<file path="config.mk">
export PLATFORM = sky130hd
export DESIGN_NAME = ipcb_top
export DESIGN_NICKNAME = d
export VERILOG_FILES = /design/src/verilog/ipcb_pkg.sv /design/src/verilog/ipcb_top.sv
export SDC_FILE = /design/constraint.sdc
export NUM_CORES = 1
export LEC_CHECK = 0
export BUFFER_PORTS_ARGS = -buffer_cell sky130_fd_sc_hd__buf_4
export CORE_MARGIN = 4
export CORE_UTILIZATION = 36
export DETAILED_ROUTE_END_ITERATION = 8
export PLACE_DENSITY_LB_ADDON = 0.25
export SLEW_MARGIN = 20
export SYNTH_ARGS = -nofsm -noshare
export SYNTH_HDL_FRONTEND = slang
export SYNTH_SLANG_ARGS = --single-unit
</file>
<file path="constraint.sdc">
create_clock -name ref_clk_in -period 1.7 [get_ports ref_clk_in]
set_input_delay 0.17 -clock ref_clk_in [delete_from_list [all_inputs] [get_ports ref_clk_in]]
set_output_delay 0.17 -clock ref_clk_in [all_outputs]
set_load 0.03 [all_outputs]
</file>
<file path="src/verilog/ipcb_pkg.sv">
// Constants and types for the interrupt priority configuration bank.
// Assumes one 200 MHz clock and a 32-bit Avalon-MM register port.

package ipcb_pkg;

   // ***************************************************
   // Sizes
   // ***************************************************
   localparam int unsigned DATA_W = 32;  // Bus data width
   localparam int unsigned ADDR_W = 8;   // Byte address width
   localparam int unsigned PRIO_W = 16;  // Register width
   localparam int unsigned FIELD_W = 2;  // Priority field width
   localparam int unsigned NUM_SRC = 20; // Sources in this bank
   localparam int unsigned NUM_BANK = 3; // Registers in this bank

   // ***************************************************
   // Register map: word index, byte address is index times four
   // ***************************************************
   localparam logic [ADDR_W-1:0] IDX_FLASH_PLL = 8'h02;
   localparam logic [ADDR_W-1:0] IDX_GPIO_CAN = 8'h03;
   localparam logic [ADDR_W-1:0] IDX_SPI_GPIO = 8'h04;
   localparam logic [ADDR_W-1:0] ADDR_FLASH_PLL = IDX_FLASH_PLL << 2;
   localparam logic [ADDR_W-1:0] ADDR_GPIO_CAN = IDX_GPIO_CAN << 2;
   localparam logic [ADDR_W-1:0] ADDR_SPI_GPIO = IDX_SPI_GPIO << 2;

   // Reset value and writable bits of each register
   localparam logic [PRIO_W-1:0] RESET_PRIO = 16'h0000;
   localparam logic [PRIO_W-1:0] WMASK_FLASH_PLL = 16'hffcf;
   localparam logic [PRIO_W-1:0] WMASK_GPIO_CAN = 16'hfffc;
   localparam logic [PRIO_W-1:0] WMASK_SPI_GPIO = 16'hfc3f;

   // ***************************************************
   // Field codes and Avalon answers
   // ***************************************************
   localparam logic [FIELD_W-1:0] CODE_OFF = 2'h0;   // Source disabled
   localparam logic [FIELD_W-1:0] CODE_STEP = 2'h1;  // Code minus this is level
   localparam logic [1:0] RESP_OKAY = 2'h0;
   localparam logic [1:0] RESP_SLVERR = 2'h2;

   // ***************************************************
   // Source table: bank (0 flash/PLL, 1 GPIO/CAN, 2 serial/GPIO) and LSB
   // ***************************************************
   localparam int unsigned BANK_FP = 0;
   localparam int unsigned BANK_GC = 1;
   localparam int unsigned BANK_SG = 2;
   localparam int unsigned SRC_BANK [NUM_SRC] = '{
      0, 0, 0, 0, 0, 0, 0,
      1, 1, 1, 1, 1, 1, 1,
      2, 2, 2, 2, 2, 2};
   localparam int unsigned SRC_LSB [NUM_SRC] = '{
      14, 12, 10, 8, 6, 2, 0,
      14, 12, 10, 8, 6, 4, 2,
      14, 12, 10, 4, 2, 0};

   // Request presented to arbitration
   typedef struct packed {
      logic active;               // Request is live
      logic [FIELD_W-1:0] level;  // Level 0 to 2
   } ipcb_irq_t;

endpackage

</file>
<file path="src/verilog/ipcb_top.sv">
// Priority configuration bank: three registers of 2-bit fields and the
// per-source masking and level decode that feeds arbitration.
// Assumes source requests come from logic on ref_clk_in, unsynchronised.
//
// The Avalon-MM slave port was left to the implementer.

`timescale 1ns/10ps
`default_nettype none

module ipcb_top (
   input wire logic ref_clk_in,
   input wire logic reset_in,
   input wire logic [ipcb_pkg::ADDR_W-1:0] avs_address_in,
   input wire logic avs_read_in,
   input wire logic avs_write_in,
   input wire logic [ipcb_pkg::DATA_W-1:0] avs_writedata_in,
   input wire logic [3:0] avs_byteenable_in,
   output logic [ipcb_pkg::DATA_W-1:0] avs_readdata_out,
   output logic avs_waitrequest_out,
   output logic [1:0] avs_response_out,
   input wire logic [ipcb_pkg::NUM_SRC-1:0] src_request_in,
   output logic [ipcb_pkg::NUM_SRC-1:0] src_enable_out,
   output ipcb_pkg::ipcb_irq_t [ipcb_pkg::NUM_SRC-1:0] irq_out
);

   // ***************************************************
   // Declarations
   // ***************************************************
   // Priority registers
   logic [ipcb_pkg::PRIO_W-1:0] flash_pll_q;
   logic [ipcb_pkg::PRIO_W-1:0] gpio_can_q;
   logic [ipcb_pkg::PRIO_W-1:0] spi_gpio_q;
   // Bus handshake state
   logic wait_q;
   logic req;
   logic accept;
   logic first;
   // Address decode
   logic sel_fp;
   logic sel_gc;
   logic sel_sg;
   logic hit;
   // Byte-lane mask on the low half word
   logic [ipcb_pkg::PRIO_W-1:0] lane_mask;
   logic [ipcb_pkg::PRIO_W-1:0] rd_mux;
   // All three registers side by side for field lookup
   logic [ipcb_pkg::NUM_BANK*ipcb_pkg::PRIO_W-1:0] bank_vec;
   logic [ipcb_pkg::DATA_W-1:0] readdata_q;
   logic [1:0] response_q;
   logic [ipcb_pkg::NUM_SRC-1:0] enable_q;
   ipcb_pkg::ipcb_irq_t [ipcb_pkg::NUM_SRC-1:0] irq_q;
   logic [ipcb_pkg::FIELD_W-1:0] field [ipcb_pkg::NUM_SRC];

   // Merge write data into a register under lane and writable masks
   function automatic logic [ipcb_pkg::PRIO_W-1:0] merge_word(
      input logic [ipcb_pkg::PRIO_W-1:0] old_val,
      input logic [ipcb_pkg::PRIO_W-1:0] new_val,
      input logic [ipcb_pkg::PRIO_W-1:0] lanes,
      input logic [ipcb_pkg::PRIO_W-1:0] wmask);
      logic [ipcb_pkg::PRIO_W-1:0] m;
      m = lanes & wmask;
      merge_word = (old_val & ~m) | (new_val & m);
   endfunction

   // ***************************************************
   // Bus handshake
   // ***************************************************
   // Read and write never overlap, so either one is a request
   assign req = avs_read_in | avs_write_in;
   // First cycle of a request: wait is still high
   assign first = req & wait_q;
   // Completion edge: master samples wait low here
   assign accept = req & ~wait_q;

   // Wait high by default, low for exactly one cycle per request.
   // Costs one extra cycle but keeps every bus output a flip-flop.
   always_ff @(posedge ref_clk_in) begin
      if (reset_in) begin
         wait_q <= 1'b1;
      end else begin
         wait_q <= ~first;
      end
   end

   // Word-aligned decode; sub-word address bits must be zero
   always_comb begin
      sel_fp = (avs_address_in == ipcb_pkg::ADDR_FLASH_PLL);
      sel_gc = (avs_address_in == ipcb_pkg::ADDR_GPIO_CAN);
      sel_sg = (avs_address_in == ipcb_pkg::ADDR_SPI_GPIO);
      hit = sel_fp | sel_gc | sel_sg;
   end

   // Only byte lanes 0 and 1 carry register bits
   assign lane_mask = {{8{avs_byteenable_in[1]}}, {8{avs_byteenable_in[0]}}};

   // ***************************************************
   // Priority registers
   // ***************************************************
   // Writes land on the completion edge; every field in an enabled
   // byte lane updates together, reserved bits stay zero through the mask
   always_ff @(posedge ref_clk_in) begin
      if (reset_in) begin
         flash_pll_q <= ipcb_pkg::RESET_PRIO;
      end else if (accept && avs_write_in && sel_fp) begin
         flash_pll_q <= merge_word(flash_pll_q, avs_writedata_in[15:0], lane_mask,
                                   ipcb_pkg::WMASK_FLASH_PLL);
      end
   end

   // GPIO D-F and CAN sources
   always_ff @(posedge ref_clk_in) begin
      if (reset_in) begin
         gpio_can_q <= ipcb_pkg::RESET_PRIO;
      end else if (accept && avs_write_in && sel_gc) begin
         gpio_can_q <= merge_word(gpio_can_q, avs_writedata_in[15:0], lane_mask,
                                  ipcb_pkg::WMASK_GPIO_CAN);
      end
   end

   // Serial channels and GPIO A-C
   always_ff @(posedge ref_clk_in) begin
      if (reset_in) begin
         spi_gpio_q <= ipcb_pkg::RESET_PRIO;
      end else if (accept && avs_write_in && sel_sg) begin
         spi_gpio_q <= merge_word(spi_gpio_q, avs_writedata_in[15:0], lane_mask,
                                  ipcb_pkg::WMASK_SPI_GPIO);
      end
   end

   // ***************************************************
   // Read path
   // ***************************************************
   // Registers hold zeros in reserved bits, so reads show zero there
   always_comb begin
      rd_mux = '0;
      if (sel_fp) begin
         rd_mux = flash_pll_q & ipcb_pkg::WMASK_FLASH_PLL;
      end else if (sel_gc) begin
         rd_mux = gpio_can_q & ipcb_pkg::WMASK_GPIO_CAN;
      end else if (sel_sg) begin
         rd_mux = spi_gpio_q & ipcb_pkg::WMASK_SPI_GPIO;
      end
   end

   // Read data captured on the first cycle, valid when wait drops
   always_ff @(posedge ref_clk_in) begin
      if (reset_in) begin
         readdata_q <= '0;
      end else if (first) begin
         // Upper half word is not implemented and reads zero
         readdata_q <= avs_read_in ? {16'h0000, rd_mux} : '0;
      end
   end

   // Unmapped addresses answer with a slave error, nothing changes
   always_ff @(posedge ref_clk_in) begin
      if (reset_in) begin
         response_q <= ipcb_pkg::RESP_OKAY;
      end else if (first) begin
         response_q <= hit ? ipcb_pkg::RESP_OKAY : ipcb_pkg::RESP_SLVERR;
      end
   end

   assign avs_readdata_out = readdata_q;
   assign avs_response_out = response_q;
   assign avs_waitrequest_out = wait_q;

   // ***************************************************
   // Per-source decode
   // ***************************************************
   assign bank_vec = {spi_gpio_q, gpio_can_q, flash_pll_q};

   // One field per source, picked by bank and bit position
   for (genvar i = 0; i < ipcb_pkg::NUM_SRC; i++) begin : g_src
      localparam int unsigned POS =
         ipcb_pkg::SRC_BANK[i] * ipcb_pkg::PRIO_W + ipcb_pkg::SRC_LSB[i];

      // Field placement per source table
      assign field[i] = bank_vec[POS +: ipcb_pkg::FIELD_W];

      // Enable and request registered so outputs are glitch free;
      // costs one cycle of latency from request to arbitration
      always_ff @(posedge ref_clk_in) begin
         if (reset_in) begin
            enable_q[i] <= 1'b0;
            irq_q[i] <= '0;
         end else begin
            enable_q[i] <= (field[i] != ipcb_pkg::CODE_OFF);
            // Disabled sources are masked, level parked at zero
            if (src_request_in[i] && field[i] != ipcb_pkg::CODE_OFF) begin
               irq_q[i].active <= 1'b1;
               irq_q[i].level <= field[i] - ipcb_pkg::CODE_STEP;
            end else begin
               irq_q[i].active <= 1'b0;
               irq_q[i].level <= '0;
            end
         end
      end

      // Live request carries code minus one as its level
      property p_src_decode;
         @(posedge ref_clk_in) disable iff (reset_in)
         irq_q[i].active |-> ($past(src_request_in[i]) &&
            irq_q[i].level == $past(field[i]) - ipcb_pkg::CODE_STEP);
      endproperty
      a_src_decode: assert property (p_src_decode)
         else $error("Source level does not match its field");

      // A zero field masks the request on the next cycle
      property p_src_mask;
         @(posedge ref_clk_in) disable iff (reset_in)
         (field[i] == ipcb_pkg::CODE_OFF) |=> !irq_q[i].active && !enable_q[i];
      endproperty
      a_src_mask: assert property (p_src_mask)
         else $error("Disabled source reached arbitration");

      // An enabled live request is forwarded on the next cycle
      property p_src_present;
         @(posedge ref_clk_in) disable iff (reset_in)
         (src_request_in[i] && field[i] != ipcb_pkg::CODE_OFF) |=> irq_q[i].active;
      endproperty
      a_src_present: assert property (p_src_present)
         else $error("Enabled request not forwarded");

      // Level never shows the unused code three
      property p_src_level;
         @(posedge ref_clk_in) disable iff (reset_in)
         irq_q[i].level != 2'h3;
      endproperty
      a_src_level: assert property (p_src_level)
         else $error("Source level outside 0 to 2");

      // A non-zero field enables its source on the next cycle
      property p_src_enable;
         @(posedge ref_clk_in) disable iff (reset_in)
         (field[i] != ipcb_pkg::CODE_OFF) |=> enable_q[i];
      endproperty
      a_src_enable: assert property (p_src_enable)
         else $error("Non-zero field did not enable its source");
   end

   assign src_enable_out = enable_q;
   assign irq_out = irq_q;

   // ***************************************************
   // Assertions
   // ***************************************************
   // All fields clear one cycle into reset; no look back at the first edge
   property p_reset_clear;
      @(posedge ref_clk_in)
      reset_in |=> (bank_vec == '0 && irq_q == '0);
   endproperty
   a_reset_clear: assert property (p_reset_clear)
      else $error("Priority fields not clear after reset");

   // Reserved bits never become set
   property p_reserved_zero;
      @(posedge ref_clk_in) disable iff (reset_in)
      (flash_pll_q[5:4] == 2'h0) && (gpio_can_q[1:0] == 2'h0) &&
      (spi_gpio_q[9:6] == 4'h0);
   endproperty
   a_reserved_zero: assert property (p_reserved_zero)
      else $error("Reserved priority bits became set");

   // Full write to flash/PLL lands in one cycle
   property p_write_fp;
      @(posedge ref_clk_in) disable iff (reset_in)
      (accept && avs_write_in && sel_fp && avs_byteenable_in[1:0] == 2'h3) |=>
      flash_pll_q == ($past(avs_writedata_in[15:0]) & ipcb_pkg::WMASK_FLASH_PLL);
   endproperty
   a_write_fp: assert property (p_write_fp)
      else $error("Flash/PLL write did not land whole");

   // Full write to GPIO/CAN lands in one cycle
   property p_write_gc;
      @(posedge ref_clk_in) disable iff (reset_in)
      (accept && avs_write_in && sel_gc && avs_byteenable_in[1:0] == 2'h3) |=>
      gpio_can_q == ($past(avs_writedata_in[15:0]) & ipcb_pkg::WMASK_GPIO_CAN);
   endproperty
   a_write_gc: assert property (p_write_gc)
      else $error("GPIO/CAN write did not land whole");

   // Full write to serial/GPIO lands in one cycle
   property p_write_sg;
      @(posedge ref_clk_in) disable iff (reset_in)
      (accept && avs_write_in && sel_sg && avs_byteenable_in[1:0] == 2'h3) |=>
      spi_gpio_q == ($past(avs_writedata_in[15:0]) & ipcb_pkg::WMASK_SPI_GPIO);
   endproperty
   a_write_sg: assert property (p_write_sg)
      else $error("Serial/GPIO write did not land whole");

   // Register value is stable without an accepted write
   property p_hold;
      @(posedge ref_clk_in) disable iff (reset_in)
      !(accept && avs_write_in) |=> $stable(bank_vec);
   endproperty
   a_hold: assert property (p_hold)
      else $error("Priority register changed without a write");

   // Wait drops exactly one cycle after a request starts, then rises
   property p_wait_one;
      @(posedge ref_clk_in) disable iff (reset_in)
      first |=> !avs_waitrequest_out ##1 avs_waitrequest_out;
   endproperty
   a_wait_one: assert property (p_wait_one)
      else $error("Wait request not low for exactly one cycle");

   // Read data at completion shows the GPIO/CAN register
   property p_read_gc;
      @(posedge ref_clk_in) disable iff (reset_in)
      (first && avs_read_in && sel_gc) |=>
      avs_readdata_out == {16'h0000, $past(gpio_can_q)};
   endproperty
   a_read_gc: assert property (p_read_gc)
      else $error("GPIO/CAN read data wrong");

   // Read data at completion shows the flash/PLL register
   property p_read_fp;
      @(posedge ref_clk_in) disable iff (reset_in)
      (first && avs_read_in && sel_fp) |=>
      avs_readdata_out == {16'h0000, $past(flash_pll_q)};
   endproperty
   a_read_fp: assert property (p_read_fp)
      else $error("Flash/PLL read data wrong");

   // Read data at completion shows the serial/GPIO register
   property p_read_sg;
      @(posedge ref_clk_in) disable iff (reset_in)
      (first && avs_read_in && sel_sg) |=>
      avs_readdata_out == {16'h0000, $past(spi_gpio_q)};
   endproperty
   a_read_sg: assert property (p_read_sg)
      else $error("Serial/GPIO read data wrong");

   // Unmapped access answers with an error and zero data
   property p_unmapped;
      @(posedge ref_clk_in) disable iff (reset_in)
      (first && !hit) |=>
      (avs_response_out == ipcb_pkg::RESP_SLVERR) && (avs_readdata_out == '0);
   endproperty
   a_unmapped: assert property (p_unmapped)
      else $error("Unmapped access did not answer with an error");

   // Scenario coverage
   c_write_fp: cover property (@(posedge ref_clk_in) accept && avs_write_in && sel_fp);
   c_read_sg: cover property (@(posedge ref_clk_in) accept && avs_read_in && sel_sg);
   c_unmapped: cover property (@(posedge ref_clk_in) accept && !hit);
   c_level_two: cover property (@(posedge ref_clk_in) irq_q[0].active &&
      irq_q[0].level == 2'h2);

endmodule

`default_nettype wire

</file>
==> results.yml <==
run_status:
  run_status: "complete, no violations"
clock_tree:
  cts.clk_slew.worst_paths_ps: 50
  insertion_delay_ps: 420
  cts.root.buffer_cell: "sky130_fd_sc_hd__clkbuf_16"
  tritoncts.num_buffers: 17
  max-clock-path-buffers: 2
  cts_tree: "built"
  cts.repair_timing.setup_buffer_count: 0
  htree_num_levels: 4
  cts.sinks: 138
cells_and_area:
  nets: 789
  post_layout_nonfiller_instances: 889
  postLayoutCellArea_mm2: 0.007252
  synthToLayoutAreaGrowth_pct: 45.74
  antennaDiodeCount: 0
  drive_gt1_share_pct: 29.73
global_route:
  grt-ovfl-total: 0
  grt_pass1_vias: 4003
  first_pass_grt_wire_length_um: 19840
  grt_usage_pct: 15.99
  antenna_violations_before_repair: 0
  maximum_number_of_pins_on_one_net_before_global_route_repair: 31
routing:
  drt_iter0_markers: 229
  routed_wire_length_per_instance_um: 14.24
  drc: 0
  route.vias.total: 4043
  dr.pass1.iters: 6
  vias_per_cell: 4.548
  drt-total-wl_um: 12660
  antenna_violating_nets_left: 0
timing:
  period_share_pct: 80.66
  layout_setup_ws_ps: 328.7
  setup_viol_count_final: 0
  final-hold-violation-count: 0
  final.min_clock_period_ps: 1371
  fin_skew_ps: 7.647
  slew_violations: 0
  unrepaired_setup_endpoints_after_global_routing: "no"
  achievable-frequency_ghz: 0.7292
yosys:
  netlist-cell-type-count: 38
  yosys_warnings: 0
  top_reg_cell_synth: "sky130_fd_sc_hd__dfxtp_1"
  yosysSeqAreaShare_pct: 55.52
  synth.ff_latch_count: 138
  cell_count_after_synthesis: 502
  post_synth.cell_area_avg_um2: 9.912
  synth_async_sr_flop_share_pct: 0
  synth-edff-count: 0
  synth_area_mm2: 0.004976
power:
  share_clk_of_total_power_pct: 52.5
  max_vdd_drop_uv: 613.3
  finalPower_mw: 7.605
  power_switching_mw: 1.535
  power.sequential.fraction_pct: 42.6
  p_comb_share_pct: 4.8
  internal_power_mw: 6.070
  p_sw_share_pct: 20.18
  power_per_cell_area_mw_per_mm2: 1049
  static-leakage-power_nw: 3.724
setup_path:
  startpoint_type: "register"
  cp.required_ps: 1990
  end_kind: "register"
  timing.critical_path.fanout_max: 6
  critical_path_arrival_ps: 1660
  critical_path_class: "register to register"
die:
  fp.dieH_um: 125.6
  total_die_area_mm2: 0.01577
  rows: 42
  chipWidth_um: 125.6
  core_area_mm2: 0.01340
  starting_density_pct: 37.13
  number_of_ports_placed_on_the_die_boundary: 183
place:
  cell_area_after_placement_mm2: 0.006292
  dpl_worst_slack_ps: -0.4257
  numPlacedInstances: 827
  hpwl_um: 9416
  portBuffers: 147
  place_congestion: 0.8442
hold_path:
  hp-class: "input port to register"
flow_run:
  max-cap-violations: 0
==> power groups by stage <==
stage	sequential, mW	combinational (mW)	clock, mW
after floorplan	3.32	0.174	0
after global placement	3.31	0.303	0
after detailed placement	3.31	0.306	0
after CTS	3.24	0.365	4.07
after global routing	3.24	0.393	4.24
final	3.24	0.368	4.00
==> path summary, 6_finish.rpt <==
check                           depth (start not counted)  slack [ps]     endpoint                  from
worst min register to register                          1         440  irq_out[21]              register
worst min-delay path                                    3          30     register  avs_writedata_in[13]
worst max-delay path                                    5         330     register   avs_waitrequest_out
worst max register to register                          5         330     register   avs_waitrequest_out
==> what timing repair did <==
item,4_1_cts,5_1_grt
hold endpoints to repair,47,0
gates resized for setup,0,0
hold buffers,31,0
setup endpoints to repair,0,0
==> per-layer routing <==
| layer | GRT usage [%] | wire length, um | share of wire, % | vias to the layer above |
|---|---|---|---|---|
| li1 | - | - | - | 1992 |
| met1 | 17.82 | 5092 | 40 | 1887 |
| met2 | 26.90 | 6121 | 48 | 141 |
| met3 | 6.951 | 1169 | 9.2 | 23 |
| met4 | 6.314 | 271 | 2.1 | 0 |
| met5 | 0 | 0 | 0 | - |
==> synth_stat cells, types with 5 or more instances <==
cell type / number / area share, %
sky130_fd_sc_hd__a32oi_1: 7 / 1.2
sky130_fd_sc_hd__a22o_1: 5 / 0.88
sky130_fd_sc_hd__nand4_2: 5 / 1.3
sky130_fd_sc_hd__nand3_1: 7 / 0.70
sky130_fd_sc_hd__clkbuf_1: 10 / 0.75
sky130_fd_sc_hd__o21ai_0: 6 / 0.60
sky130_fd_sc_hd__dfxtp_1: 138 / 56
sky130_fd_sc_hd__buf_4: 18 / 2.7
sky130_fd_sc_hd__a21oi_1: 6 / 0.60
sky130_fd_sc_hd__ha_1: 20 / 5.0
sky130_fd_sc_hd__nor2_1: 112 / 8.4
sky130_fd_sc_hd__inv_1: 60 / 4.5
sky130_fd_sc_hd__nand2_1: 30 / 2.3
sky130_fd_sc_hd__mux2i_1: 44 / 8.9
==> cell usage in the layout (no fill, tap or decap), types with 2 or more instances in the layout <==
cell                            instances
sky130_fd_sc_hd__ha_1                  20
sky130_fd_sc_hd__nand2_1               30
sky130_fd_sc_hd__a22o_1                 5
sky130_fd_sc_hd__clkinv_2               3
sky130_fd_sc_hd__nor4b_4                2
sky130_fd_sc_hd__bufinv_16              5
sky130_fd_sc_hd__clkbuf_16             17
sky130_fd_sc_hd__nor2b_1                2
sky130_fd_sc_hd__dlygate4sd3_1         31
sky130_fd_sc_hd__nand3_1                7
sky130_fd_sc_hd__o21ai_0                6
sky130_fd_sc_hd__nor2_1               112
sky130_fd_sc_hd__dfxtp_1              138
sky130_fd_sc_hd__o2bb2ai_1              3
sky130_fd_sc_hd__conb_1                17
sky130_fd_sc_hd__clkbuf_8               2
sky130_fd_sc_hd__a32o_1                 4
sky130_fd_sc_hd__a21oi_1                6
sky130_fd_sc_hd__mux2i_1               44
sky130_fd_sc_hd__nand4_2                5
sky130_fd_sc_hd__inv_1                 60
sky130_fd_sc_hd__buf_4                166
sky130_fd_sc_hd__a32oi_1                7
sky130_fd_sc_hd__clkinvlp_4             3
==> metrics by stage <==
stage               utilization (%)  hold slack (ps)  setup TNS, ps
floorplan                         -            299.2              0
global route                  54.12            9.901              0
CTS                           54.12            4.418              0
finish                        54.12            25.46              0
detailed placement            46.96            393.7        -0.4257
global placement              46.96            392.5              0
==> cell type report <==
cell class,count,area [um^2]
flip-flops and latches,138,2763
fillers,1198,6148
inverters,60,225.2
well taps,176,220.2
clock inverters,12,196.4
multi-input cells,287,1838
clock buffers,19,452.9
repair buffers,197,1556
==> critical path, stage by stage, from the launching register on <==
cell and delay (ps):
sky130_fd_sc_hd__dfxtp_1 330, sky130_fd_sc_hd__nor2b_1 120, sky130_fd_sc_hd__buf_4 170, sky130_fd_sc_hd__nand4_2 320, sky130_fd_sc_hd__mux2i_1 250, sky130_fd_sc_hd__nor2_1 60
==> cell families (layout without fill, tap and decap cells) <==
logic type / after synthesis / in the layout / synth area share [%]
flip-flops: 138 / 138 / 55.52
buffers and inverters: 93 / 288 / 8.750
AO/OA/AOI/OAI: 35 / 35 / 5.457
AND/OR/NAND/NOR: 170 / 170 / 16.09
multiplexers: 45 / 45 / 9.077
adder cells (fa/ha/maj): 20 / 20 / 5.029
other: 1 / 17 / 0.07536
Note: power is estimated with default switching activity, not from simulation.
